<file path="src/design/sbm_regs.svh">
// Timing and layout constants of the serial bit memory host.
`ifndef SBM_REGS_SVH
`define SBM_REGS_SVH

`define SBM_CLK_NS        4
`define SBM_STEP_NS       50
`define SBM_RW_NS         1600
`define SBM_RWP_NS        1000
`define SBM_PAUSE_NS      1000000
`define SBM_DUMMY_READS   10
`define SBM_ADDR_BITS     13
`define SBM_BLOCK_BITS    12
`define SBM_FIFO_WIDTH    1
`define SBM_FIFO_DEPTH    16

`define SBM_STEP_CYC  ((`SBM_STEP_NS + `SBM_CLK_NS - 1) / `SBM_CLK_NS)
`define SBM_TICKS(ns) (((ns) + `SBM_STEP_NS - 1) / `SBM_STEP_NS)
`define SBM_PAUSE_CYC ((`SBM_PAUSE_NS + `SBM_CLK_NS - 1) / `SBM_CLK_NS)

`endif

</file>
<file path="src/design/sbm_pkg.sv">
// Types shared by the serial bit memory host.
package sbm_pkg;

  typedef enum logic [1:0] {
    OP_LOAD  = 2'h0,
    OP_READ  = 2'h1,
    OP_WRITE = 2'h2,
    OP_RMW   = 2'h3
  } sbm_op_t;

  typedef enum logic [3:0] {
    S_PAUSE      = 4'h0,
    S_IDLE       = 4'h1,
    S_SHIFT_SET  = 4'h2,
    S_SHIFT_LOW  = 4'h3,
    S_SHIFT_HIGH = 4'h4,
    S_XFER_LOW   = 4'h5,
    S_XFER_HIGH  = 4'h6,
    S_ACC_SETUP  = 4'h7,
    S_ACC_LOW    = 4'h8,
    S_RMW_WE     = 4'h9,
    S_ACC_HIGH   = 4'ha
  } sbm_state_t;

endpackage

</file>
<file path="src/design/bit_fifo.sv">
// Small synchronous FIFO with valid and ready on both sides.
`timescale 1ns/1ns
module bit_fifo #(
  parameter int WIDTH = 1,
  parameter int DEPTH = 16
) (
  input  wire logic             clk,
  input  wire logic             rst,
  input  wire logic             in_valid,
  output logic                  in_ready,
  input  wire logic [WIDTH-1:0] in_data,
  output logic                  out_valid,
  input  wire logic             out_ready,
  output logic [WIDTH-1:0]      out_data
);
  localparam int AW = $clog2(DEPTH);

  logic [WIDTH-1:0] mem [DEPTH];
  logic [AW:0]      wr_ptr_r;
  logic [AW:0]      rd_ptr_r;
  logic             empty;
  logic             full;

  assign empty     = (wr_ptr_r == rd_ptr_r);
  assign full      = (wr_ptr_r[AW] != rd_ptr_r[AW]) &&
                     (wr_ptr_r[AW-1:0] == rd_ptr_r[AW-1:0]);
  assign in_ready  = !full;
  assign out_valid = !empty;
  assign out_data  = mem[rd_ptr_r[AW-1:0]];

  always_ff @(posedge clk) begin
    if (in_valid && !full) begin
      mem[wr_ptr_r[AW-1:0]] <= in_data;
    end
  end

  always_ff @(posedge clk or posedge rst) begin
    if (rst) begin
      wr_ptr_r <= '0;
    end else if (in_valid && !full) begin
      wr_ptr_r <= wr_ptr_r + 1'b1;
    end
  end

  always_ff @(posedge clk or posedge rst) begin
    if (rst) begin
      rd_ptr_r <= '0;
    end else if (out_ready && !empty) begin
      rd_ptr_r <= rd_ptr_r + 1'b1;
    end
  end

endmodule

</file>
<file path="src/design/sbm_host.sv">
// Host controller driving a one-bit serial memory through its strobes.
`timescale 1ns/1ns
`include "sbm_regs.svh"

// What this block does
// - Start address picks a 1024-word block only.
// - Address goes out serially as 13 bits.
// - Thirteenth dummy bit driven to a defined level.
// - Write select high reads, low writes.
// - Write select falling during access means read-modify-write.
// - Wait at least 1 ms after power-up.
// - Then issue ten dummy read cycles.
module sbm_host
  import sbm_pkg::*;
#(
  parameter int PAUSE_CYCLES = `SBM_PAUSE_CYC
) (
  input  wire logic        MCLK,
  input  wire logic        RST,
  input  wire logic        CMD_VALID,
  output logic             CMD_READY,
  input  wire logic [1:0]  CMD_OP,
  input  wire logic [11:0] CMD_ADDR,
  input  wire logic        CMD_WDATA,
  output logic             RD_VALID,
  input  wire logic        RD_READY,
  output logic             RD_DATA,
  output logic             INIT_DONE,
  output logic             ACCESS_CLOCK_N,
  output logic             ADDRESS_SHIFT_STROBE_N,
  output logic             COUNTER_LOAD_STROBE_N,
  output logic             ADDRESS_SERIAL_IN,
  output logic             WRITE_SELECT,
  output logic             DEVICE_SELECT_N,
  output logic             MEM_DATA_IN,
  input  wire logic        MEM_DATA_OUT
);
  localparam logic [3:0] STEP_CYC  = 4'(`SBM_STEP_CYC);
  localparam logic [5:0] STEP_TK   = 6'(`SBM_TICKS(`SBM_STEP_NS));
  localparam logic [5:0] RW_TK     = 6'(`SBM_TICKS(`SBM_RW_NS));
  localparam logic [5:0] RWP_TK    = 6'(`SBM_TICKS(`SBM_RWP_NS));
  localparam logic [3:0] LAST_BIT  = 4'(`SBM_ADDR_BITS - 1);
  localparam logic [3:0] LAST_DUMMY = 4'(`SBM_DUMMY_READS - 1);
  localparam logic [31:0] PAUSE_LAST = 32'(PAUSE_CYCLES - 1);

  sbm_state_t  state_r;
  sbm_op_t     op_r;
  logic [3:0]  div_r;
  logic        tick;
  logic [5:0]  timer_r;
  logic        phase_done;
  logic [31:0] pause_cnt_r;
  logic [3:0]  dummy_cnt_r;
  logic [3:0]  bit_cnt_r;
  logic [12:0] addr_sh_r;
  logic        rbit_r;
  logic        init_done_r;
  logic        dout_s1_r;
  logic        dout_s2_r;
  logic        fifo_in_ready;
  logic        fifo_push;
  logic        cmd_fire;
  logic        acc_n_r;
  logic        sas_n_r;
  logic        tas_n_r;
  logic        sad_r;
  logic        we_r;
  logic        cs_n_r;
  logic        din_r;

  // Every strobe phase is timed in ticks of 13 clocks (50 ns rounded up to 52 ns) so one timer serves all.
  assign tick       = (div_r == STEP_CYC - 4'h1);
  assign phase_done = tick && (timer_r == 6'h0);

  always_ff @(posedge MCLK or posedge RST) begin
    if (RST) begin
      div_r <= 4'h0;
    end else if (tick) begin
      div_r <= 4'h0;
    end else begin
      div_r <= div_r + 4'h1;
    end
  end

  always_ff @(posedge MCLK or posedge RST) begin
    if (RST) begin
      dout_s1_r <= 1'b0;
      dout_s2_r <= 1'b0;
    end else begin
      dout_s1_r <= MEM_DATA_OUT;
      dout_s2_r <= dout_s1_r;
    end
  end

  // Reads need a free FIFO slot up front, so a result is never dropped.
  assign CMD_READY = (state_r == S_IDLE) && init_done_r &&
                     (CMD_OP == OP_LOAD || CMD_OP == OP_WRITE ||
                      fifo_in_ready);
  assign cmd_fire  = CMD_VALID && CMD_READY;
  assign fifo_push = phase_done && (state_r == S_ACC_HIGH) &&
                     init_done_r && (op_r != OP_WRITE);

  // The timer is loaded with whole ticks; the first tick may be partial,
  // so each phase lasts at least its figure and at most one tick more.
  always_ff @(posedge MCLK or posedge RST) begin
    if (RST) begin
      state_r     <= S_PAUSE;
      op_r        <= OP_READ;
      timer_r     <= 6'h0;
      pause_cnt_r <= 32'h0;
      dummy_cnt_r <= 4'h0;
      bit_cnt_r   <= 4'h0;
      addr_sh_r   <= 13'h0;
      rbit_r      <= 1'b0;
      init_done_r <= 1'b0;
      acc_n_r     <= 1'b1;
      sas_n_r     <= 1'b1;
      tas_n_r     <= 1'b1;
      sad_r       <= 1'b0;
      we_r        <= 1'b1;
      cs_n_r      <= 1'b1;
      din_r       <= 1'b0;
    end else begin
      if (tick && timer_r != 6'h0) begin
        timer_r <= timer_r - 6'h1;
      end
      case (state_r)
        S_PAUSE: begin
          pause_cnt_r <= pause_cnt_r + 32'h1;
          if (pause_cnt_r == PAUSE_LAST) begin
            op_r    <= OP_READ;
            we_r    <= 1'b1;
            cs_n_r  <= 1'b0;
            timer_r <= STEP_TK;
            state_r <= S_ACC_SETUP;
          end
        end
        S_IDLE: begin
          cs_n_r <= 1'b1;
          if (cmd_fire && CMD_OP == OP_LOAD) begin
            // Twelve block bits then a zero dummy; no word offset exists.
            addr_sh_r <= {1'b0, CMD_ADDR};
            sad_r     <= CMD_ADDR[0];
            bit_cnt_r <= 4'h0;
            cs_n_r    <= 1'b0;
            timer_r   <= STEP_TK;
            state_r   <= S_SHIFT_SET;
          end else if (cmd_fire) begin
            op_r    <= sbm_op_t'(CMD_OP);
            we_r    <= (CMD_OP != OP_WRITE);
            din_r   <= CMD_WDATA;
            cs_n_r  <= 1'b0;
            timer_r <= STEP_TK;
            state_r <= S_ACC_SETUP;
          end
        end
        S_SHIFT_SET: begin
          if (phase_done) begin
            sas_n_r <= 1'b0;
            timer_r <= STEP_TK;
            state_r <= S_SHIFT_LOW;
          end
        end
        S_SHIFT_LOW: begin
          if (phase_done) begin
            sas_n_r <= 1'b1;
            timer_r <= STEP_TK;
            state_r <= S_SHIFT_HIGH;
          end
        end
        S_SHIFT_HIGH: begin
          if (phase_done && bit_cnt_r == LAST_BIT) begin
            tas_n_r <= 1'b0;
            timer_r <= STEP_TK;
            state_r <= S_XFER_LOW;
          end else if (phase_done) begin
            bit_cnt_r <= bit_cnt_r + 4'h1;
            addr_sh_r <= {1'b0, addr_sh_r[12:1]};
            sad_r     <= addr_sh_r[1];
            timer_r   <= STEP_TK;
            state_r   <= S_SHIFT_SET;
          end
        end
        S_XFER_LOW: begin
          if (phase_done) begin
            tas_n_r <= 1'b1;
            timer_r <= STEP_TK;
            state_r <= S_XFER_HIGH;
          end
        end
        S_XFER_HIGH: begin
          if (phase_done) begin
            cs_n_r  <= 1'b1;
            state_r <= S_IDLE;
          end
        end
        S_ACC_SETUP: begin
          if (phase_done) begin
            acc_n_r <= 1'b0;
            timer_r <= RW_TK;
            state_r <= S_ACC_LOW;
          end
        end
        S_ACC_LOW: begin
          if (phase_done) begin
            // The access time has passed, so the output bit is settled.
            rbit_r <= dout_s2_r;
            if (op_r == OP_RMW) begin
              we_r    <= 1'b0;
              timer_r <= STEP_TK;
              state_r <= S_RMW_WE;
            end else begin
              acc_n_r <= 1'b1;
              timer_r <= RWP_TK;
              state_r <= S_ACC_HIGH;
            end
          end
        end
        S_RMW_WE: begin
          if (phase_done) begin
            acc_n_r <= 1'b1;
            timer_r <= RWP_TK;
            state_r <= S_ACC_HIGH;
          end
        end
        S_ACC_HIGH: begin
          if (phase_done) begin
            we_r <= 1'b1;
            if (!init_done_r && dummy_cnt_r != LAST_DUMMY) begin
              dummy_cnt_r <= dummy_cnt_r + 4'h1;
              timer_r     <= STEP_TK;
              state_r     <= S_ACC_SETUP;
            end else begin
              init_done_r <= 1'b1;
              cs_n_r      <= 1'b1;
              state_r     <= S_IDLE;
            end
          end
        end
        default: begin
          state_r <= S_IDLE;
        end
      endcase
    end
  end

  assign ACCESS_CLOCK_N         = acc_n_r;
  assign ADDRESS_SHIFT_STROBE_N = sas_n_r;
  assign COUNTER_LOAD_STROBE_N  = tas_n_r;
  assign ADDRESS_SERIAL_IN      = sad_r;
  assign WRITE_SELECT           = we_r;
  assign DEVICE_SELECT_N        = cs_n_r;
  assign MEM_DATA_IN            = din_r;
  assign INIT_DONE              = init_done_r;

  bit_fifo #(
    .WIDTH (`SBM_FIFO_WIDTH),
    .DEPTH (`SBM_FIFO_DEPTH)
  ) u_rd_fifo (
    .clk       (MCLK),
    .rst       (RST),
    .in_valid  (fifo_push),
    .in_ready  (fifo_in_ready),
    .in_data   (rbit_r),
    .out_valid (RD_VALID),
    .out_ready (RD_READY),
    .out_data  (RD_DATA)
  );

endmodule

</file>
<file path="config.mk">
export PLATFORM = sky130hd
export DESIGN_NAME = sbm_host
export DESIGN_NICKNAME = d
export VERILOG_FILES = /design/src/design/sbm_pkg.sv /design/src/design/bit_fifo.sv /design/src/design/sbm_host.sv
export VERILOG_INCLUDE_DIRS = /design/src /design/src/design
export SDC_FILE = /design/constraint.sdc
export NUM_CORES = 1
export LEC_CHECK = 0
export BUFFER_PORTS_ARGS = -buffer_cell sky130_fd_sc_hd__buf_2
export CAP_MARGIN = 20
export CORE_MARGIN = 5
export CORE_UTILIZATION = 35
export DETAILED_ROUTE_END_ITERATION = 10
export PLACE_DENSITY = 0.54
export RECOVER_POWER = 100
export SETUP_SLACK_MARGIN = 0.5
export SYNTH_ARGS = -nofsm -noshare
export SYNTH_HDL_FRONTEND = slang
export SYNTH_SLANG_ARGS = --single-unit
</file>
<file path="constraint.sdc">
create_clock -name MCLK -period 5.3 [get_ports MCLK]
set_input_delay 1.06 -clock MCLK [delete_from_list [all_inputs] [get_ports MCLK]]
set_output_delay 1.06 -clock MCLK [all_outputs]
set_load 0.005 [all_outputs]
</file>
==> flow_results.xml <==
<?xml version="1.0" encoding="UTF-8"?>
<metrics>
  <group name="yosys">
    <metric name="synth.ff_latch_count" unit="">104</metric>
    <metric name="synth_seq_area_share" unit="%">50.4</metric>
    <metric name="synthCells" unit="">533</metric>
    <metric name="synth_cell_type_count" unit="">56</metric>
    <metric name="synthesis.area_per_instance" unit="um2">10.0</metric>
    <metric name="share_of_the_synthesized_area_in_compound_gates_ao_oa_aoi_oai" unit="%">9.07</metric>
    <metric name="post_synth_xor_area_fraction" unit="%">8.85</metric>
    <metric name="dominantRegCellSynth" unit="">dfrtp_1</metric>
    <metric name="main_combinational_cell_family_by_area_after_synthesis" unit="">simple AND/OR/NAND/NOR gates</metric>
    <metric name="mappedNetlistNets" unit="">567</metric>
    <metric name="proportion_of_synthesized_area_in_mux_cells" unit="%">4.40</metric>
    <metric name="synth_simple_gate_area_share" unit="%">20.7</metric>
    <metric name="ys.warnings.count" unit="">0</metric>
    <metric name="yosysTopAreaCellShare" unit="%">38.4</metric>
    <metric name="netlist_area" unit="um2">5340</metric>
    <metric name="yosys.area_share.adder" unit="%">3.28</metric>
    <metric name="synthTopCellsByArea" unit="">dfrtp_1, edfxtp_1, xnor2_1</metric>
    <metric name="synth_edf_count" unit="">16</metric>
    <metric name="synth_area_leader_cell" unit="">dfrtp_1</metric>
    <metric name="synthArstFlopShare" unit="%">84.6</metric>
  </group>
  <group name="global_route">
    <metric name="gr-usage-all-layers" unit="%">13.2</metric>
    <metric name="largest_net_degree_at_the_start_of_global_routing" unit="">52</metric>
    <metric name="initial_antenna_violation_count" unit="">1</metric>
    <metric name="global_route.overflow_total" unit="">0</metric>
    <metric name="grt_pass1_vias" unit="">3794</metric>
    <metric name="grt_first_pass_wirelength" unit="um">19300</metric>
  </group>
  <group name="floorplan">
    <metric name="floorplan.die.width" unit="um">134</metric>
    <metric name="top_level_ports" unit="">31</metric>
    <metric name="fp-row-count" unit="">45</metric>
    <metric name="starting_density_of_the_core" unit="%">35.4</metric>
    <metric name="core_area" unit="um2">15100</metric>
    <metric name="die_h" unit="um">134</metric>
    <metric name="fp.dieArea" unit="um2">17800</metric>
  </group>
  <group name="route">
    <metric name="post_drt_wl_per_cell" unit="um">15.0</metric>
    <metric name="drt_first_pass_iters" unit="">4</metric>
    <metric name="drt_first_iter_violations" unit="">291</metric>
    <metric name="wl" unit="um">11200</metric>
    <metric name="via_count" unit="">3869</metric>
    <metric name="drt.antenna.violating_nets" unit="">0</metric>
    <metric name="detail_route.vias_per_cell" unit="">5.18</metric>
    <metric name="drc_errors" unit="">0</metric>
  </group>
  <group name="placement">
    <metric name="globalplace.congestion" unit="">0.799</metric>
    <metric name="detailed_place_hpwl" unit="um">7990</metric>
    <metric name="dpl-instance-area" unit="um2">5660</metric>
    <metric name="place_ws" unit="ps">2360</metric>
    <metric name="buffer_ports.inserted" unit="">30</metric>
  </group>
  <group name="clocking">
    <metric name="cts_repair_resize_count" unit="">0</metric>
    <metric name="cts.hold.buffers_added" unit="">0</metric>
    <metric name="cts.path.max_buffers" unit="">2</metric>
    <metric name="clkSinkCount" unit="">104</metric>
    <metric name="clk_transition_reported_paths" unit="ps">70</metric>
    <metric name="post-cts-setup-buffer-count" unit="">0</metric>
    <metric name="ctsHtreeMaxLevel" unit="">3</metric>
    <metric name="tritoncts_clock_tree" unit="">done</metric>
    <metric name="clk_latency" unit="ps">350</metric>
    <metric name="ctsRootBufferMaster" unit="">clkbuf_16</metric>
    <metric name="cts-buffers-inserted" unit="">9</metric>
  </group>
  <group name="sta">
    <metric name="setup_repair_after_global_routing_missed_its_margin" unit="">no</metric>
    <metric name="finalSetupViolations" unit="">0</metric>
    <metric name="slew_violations" unit="">48</metric>
    <metric name="tightestPinTransition" unit="ps">2010</metric>
    <metric name="max-slew-margin-rel" unit="%">-37.1</metric>
    <metric name="post-route-worst-setup-slack" unit="ps">1350</metric>
    <metric name="finalWorstPathRequiredPeriod" unit="ps">3950</metric>
    <metric name="max_freq" unit="MHz">253</metric>
    <metric name="period_utilization" unit="%">74.6</metric>
    <metric name="finalSetupTns" unit="ps">0</metric>
    <metric name="fin_worst_hold_slack" unit="ps">351</metric>
    <metric name="timing_hold_violations_final" unit="">0</metric>
    <metric name="worst_clock_skew" unit="ps">7.72</metric>
  </group>
  <group name="critical_path">
    <metric name="critPathCaptureType" unit="">register</metric>
    <metric name="cpMaxStageDelayCell" unit="">a2111oi_0</metric>
    <metric name="path_buf_inv" unit="">0</metric>
    <metric name="critical_path.max_stage_delay" unit="ps">1630</metric>
    <metric name="critical_path_at" unit="ps">3990</metric>
    <metric name="critPathMaxFanout" unit="">23</metric>
    <metric name="criticalPathCategory" unit="">register to register</metric>
    <metric name="worstPathRequired" unit="ps">5330</metric>
    <metric name="top_cell_family_by_delay_on_the_critical_path" unit="">compound AO/OA/AOI/OAI gates</metric>
    <metric name="crit_top_cell" unit="">nand2_1</metric>
    <metric name="cp_cell_sequence" unit="">nor2b_1 -&gt; nand2_1 -&gt; a2111oi_0 -&gt; nand2_1 -&gt; nor2_1</metric>
    <metric name="cp-start-kind" unit="">register</metric>
  </group>
  <group name="status">
    <metric name="run_status" unit="">complete, but fails checks</metric>
    <metric name="failed_checks" unit="">capacitance limit, slew limit</metric>
  </group>
  <group name="power_and_ir_drop">
    <metric name="power-per-cell-area" unit="nW/um2">249</metric>
    <metric name="fin_total_pwr" unit="W">0.00146</metric>
    <metric name="p_leak" unit="nW">2.37</metric>
    <metric name="vdd_drop_max" unit="mV">0.148</metric>
  </group>
  <group name="final_layout">
    <metric name="final_area" unit="um2">5890</metric>
    <metric name="layout-drive-gt1-share" unit="%">11.1</metric>
    <metric name="final_common_cell" unit="">dfrtp_1</metric>
    <metric name="most-common-layout-cells" unit="">dfrtp_1, nand2_1, nor2_1</metric>
    <metric name="finish.net_count" unit="">588</metric>
    <metric name="area_growth_syn_to_layout" unit="%">10.2</metric>
    <metric name="diode_count" unit="">0</metric>
  </group>
  <group name="hold_path">
    <metric name="hold_path.class" unit="">register to register</metric>
  </group>
  <group name="flow_run">
    <metric name="timing.max_cap.violations" unit="">2</metric>
  </group>
</metrics>
-- final timing paths --
path	start	to	slack, ps	cells past startpoint
worst max register to register	state_r[3]	u_rd_fifo.mem[15]	1350	5
worst max-delay path	state_r[3]	u_rd_fifo.mem[15]	1350	5
min in group asynchronous	RST	addr_sh_r[7]	1120	2
max in group asynchronous	RST	div_r[3]	2280	3
worst min register to register	dout_s1_r	dout_s2_r	350	0
worst min-delay path	dout_s1_r	dout_s2_r	350	0
-- cell type report --
class	count	area (um2)
flip-flops and latches	104	2690
clock buffers	9	225
fillers	1523	9200
repair buffers	34	168
inverters	20	76.3
multi-input cells	385	2440
clock inverters	7	55.1
well taps	188	235
-- sequential cells by signal (all words and copies together), names as in the netlist, 5 cells and up --
register and count:
pause_cnt_r 32, u_rd_fifo.mem 16, addr_sh_r 12, timer_r 6
u_rd_fifo.rd_ptr_r 5, u_rd_fifo.wr_ptr_r 5
-- per-layer routing --
layer / global-route usage [%] / routed length [um]
met5: 0 / 7
met4: 2.63 / 104
met3: 4.27 / 554
met2: 21.7 / 5380
met1: 17.2 / 5150
-- synth_stat cells (8+ instances only) --
cell type  instances
nand3_1           24
xnor2_1           34
inv_1             20
dfrtp_1           82
xor2_1            20
nor2_1            57
nand4_1           18
nor4_1             8
edfxtp_1          16
ha_1              14
nand2_1           65
clkbuf_1          17
nor3_1            17
a21oi_1            8
a31oi_1           14
o21ai_0           22
mux2_2             8
-- kinds of logic (layout without fill, tap and decap cells) --
group           after synthesis  in the layout
compound gates               74             74
xor+xnor                     54             54
fa+ha+maj                    14             14
buf+inv                      44             70
flops                       104            104
mux                          16             16
simple gates                227            227
-- report_power, final --
group / internal, W / switching (W) / total (W)
registers: 0.000809 / 0.000000147 / 0.000809
clock network: 0.000323 / 0.000308 / 0.000631
logic: 0.00000620 / 0.0000179 / 0.0000241
-- metrics by stage --
| stage | cells | util, % |
|---|---|---|
| after floorplan | 533 | - |
| after global placement | 731 | 37.5 |
| after detailed placement | 731 | 37.5 |
| after CTS | 747 | 39.3 |
| after global routing | 747 | 39.0 |
| final | 747 | 39.0 |
-- worst register-to-register path: cells and delay by family (launching register included) --
family | cells | cell delay (ps)
AO/OA/AOI/OAI | 1 | 1630
AND/OR/NAND/NOR | 4 | 1270
flip-flops | 1 | 750
Note: power is estimated with default switching activity, not from simulation.
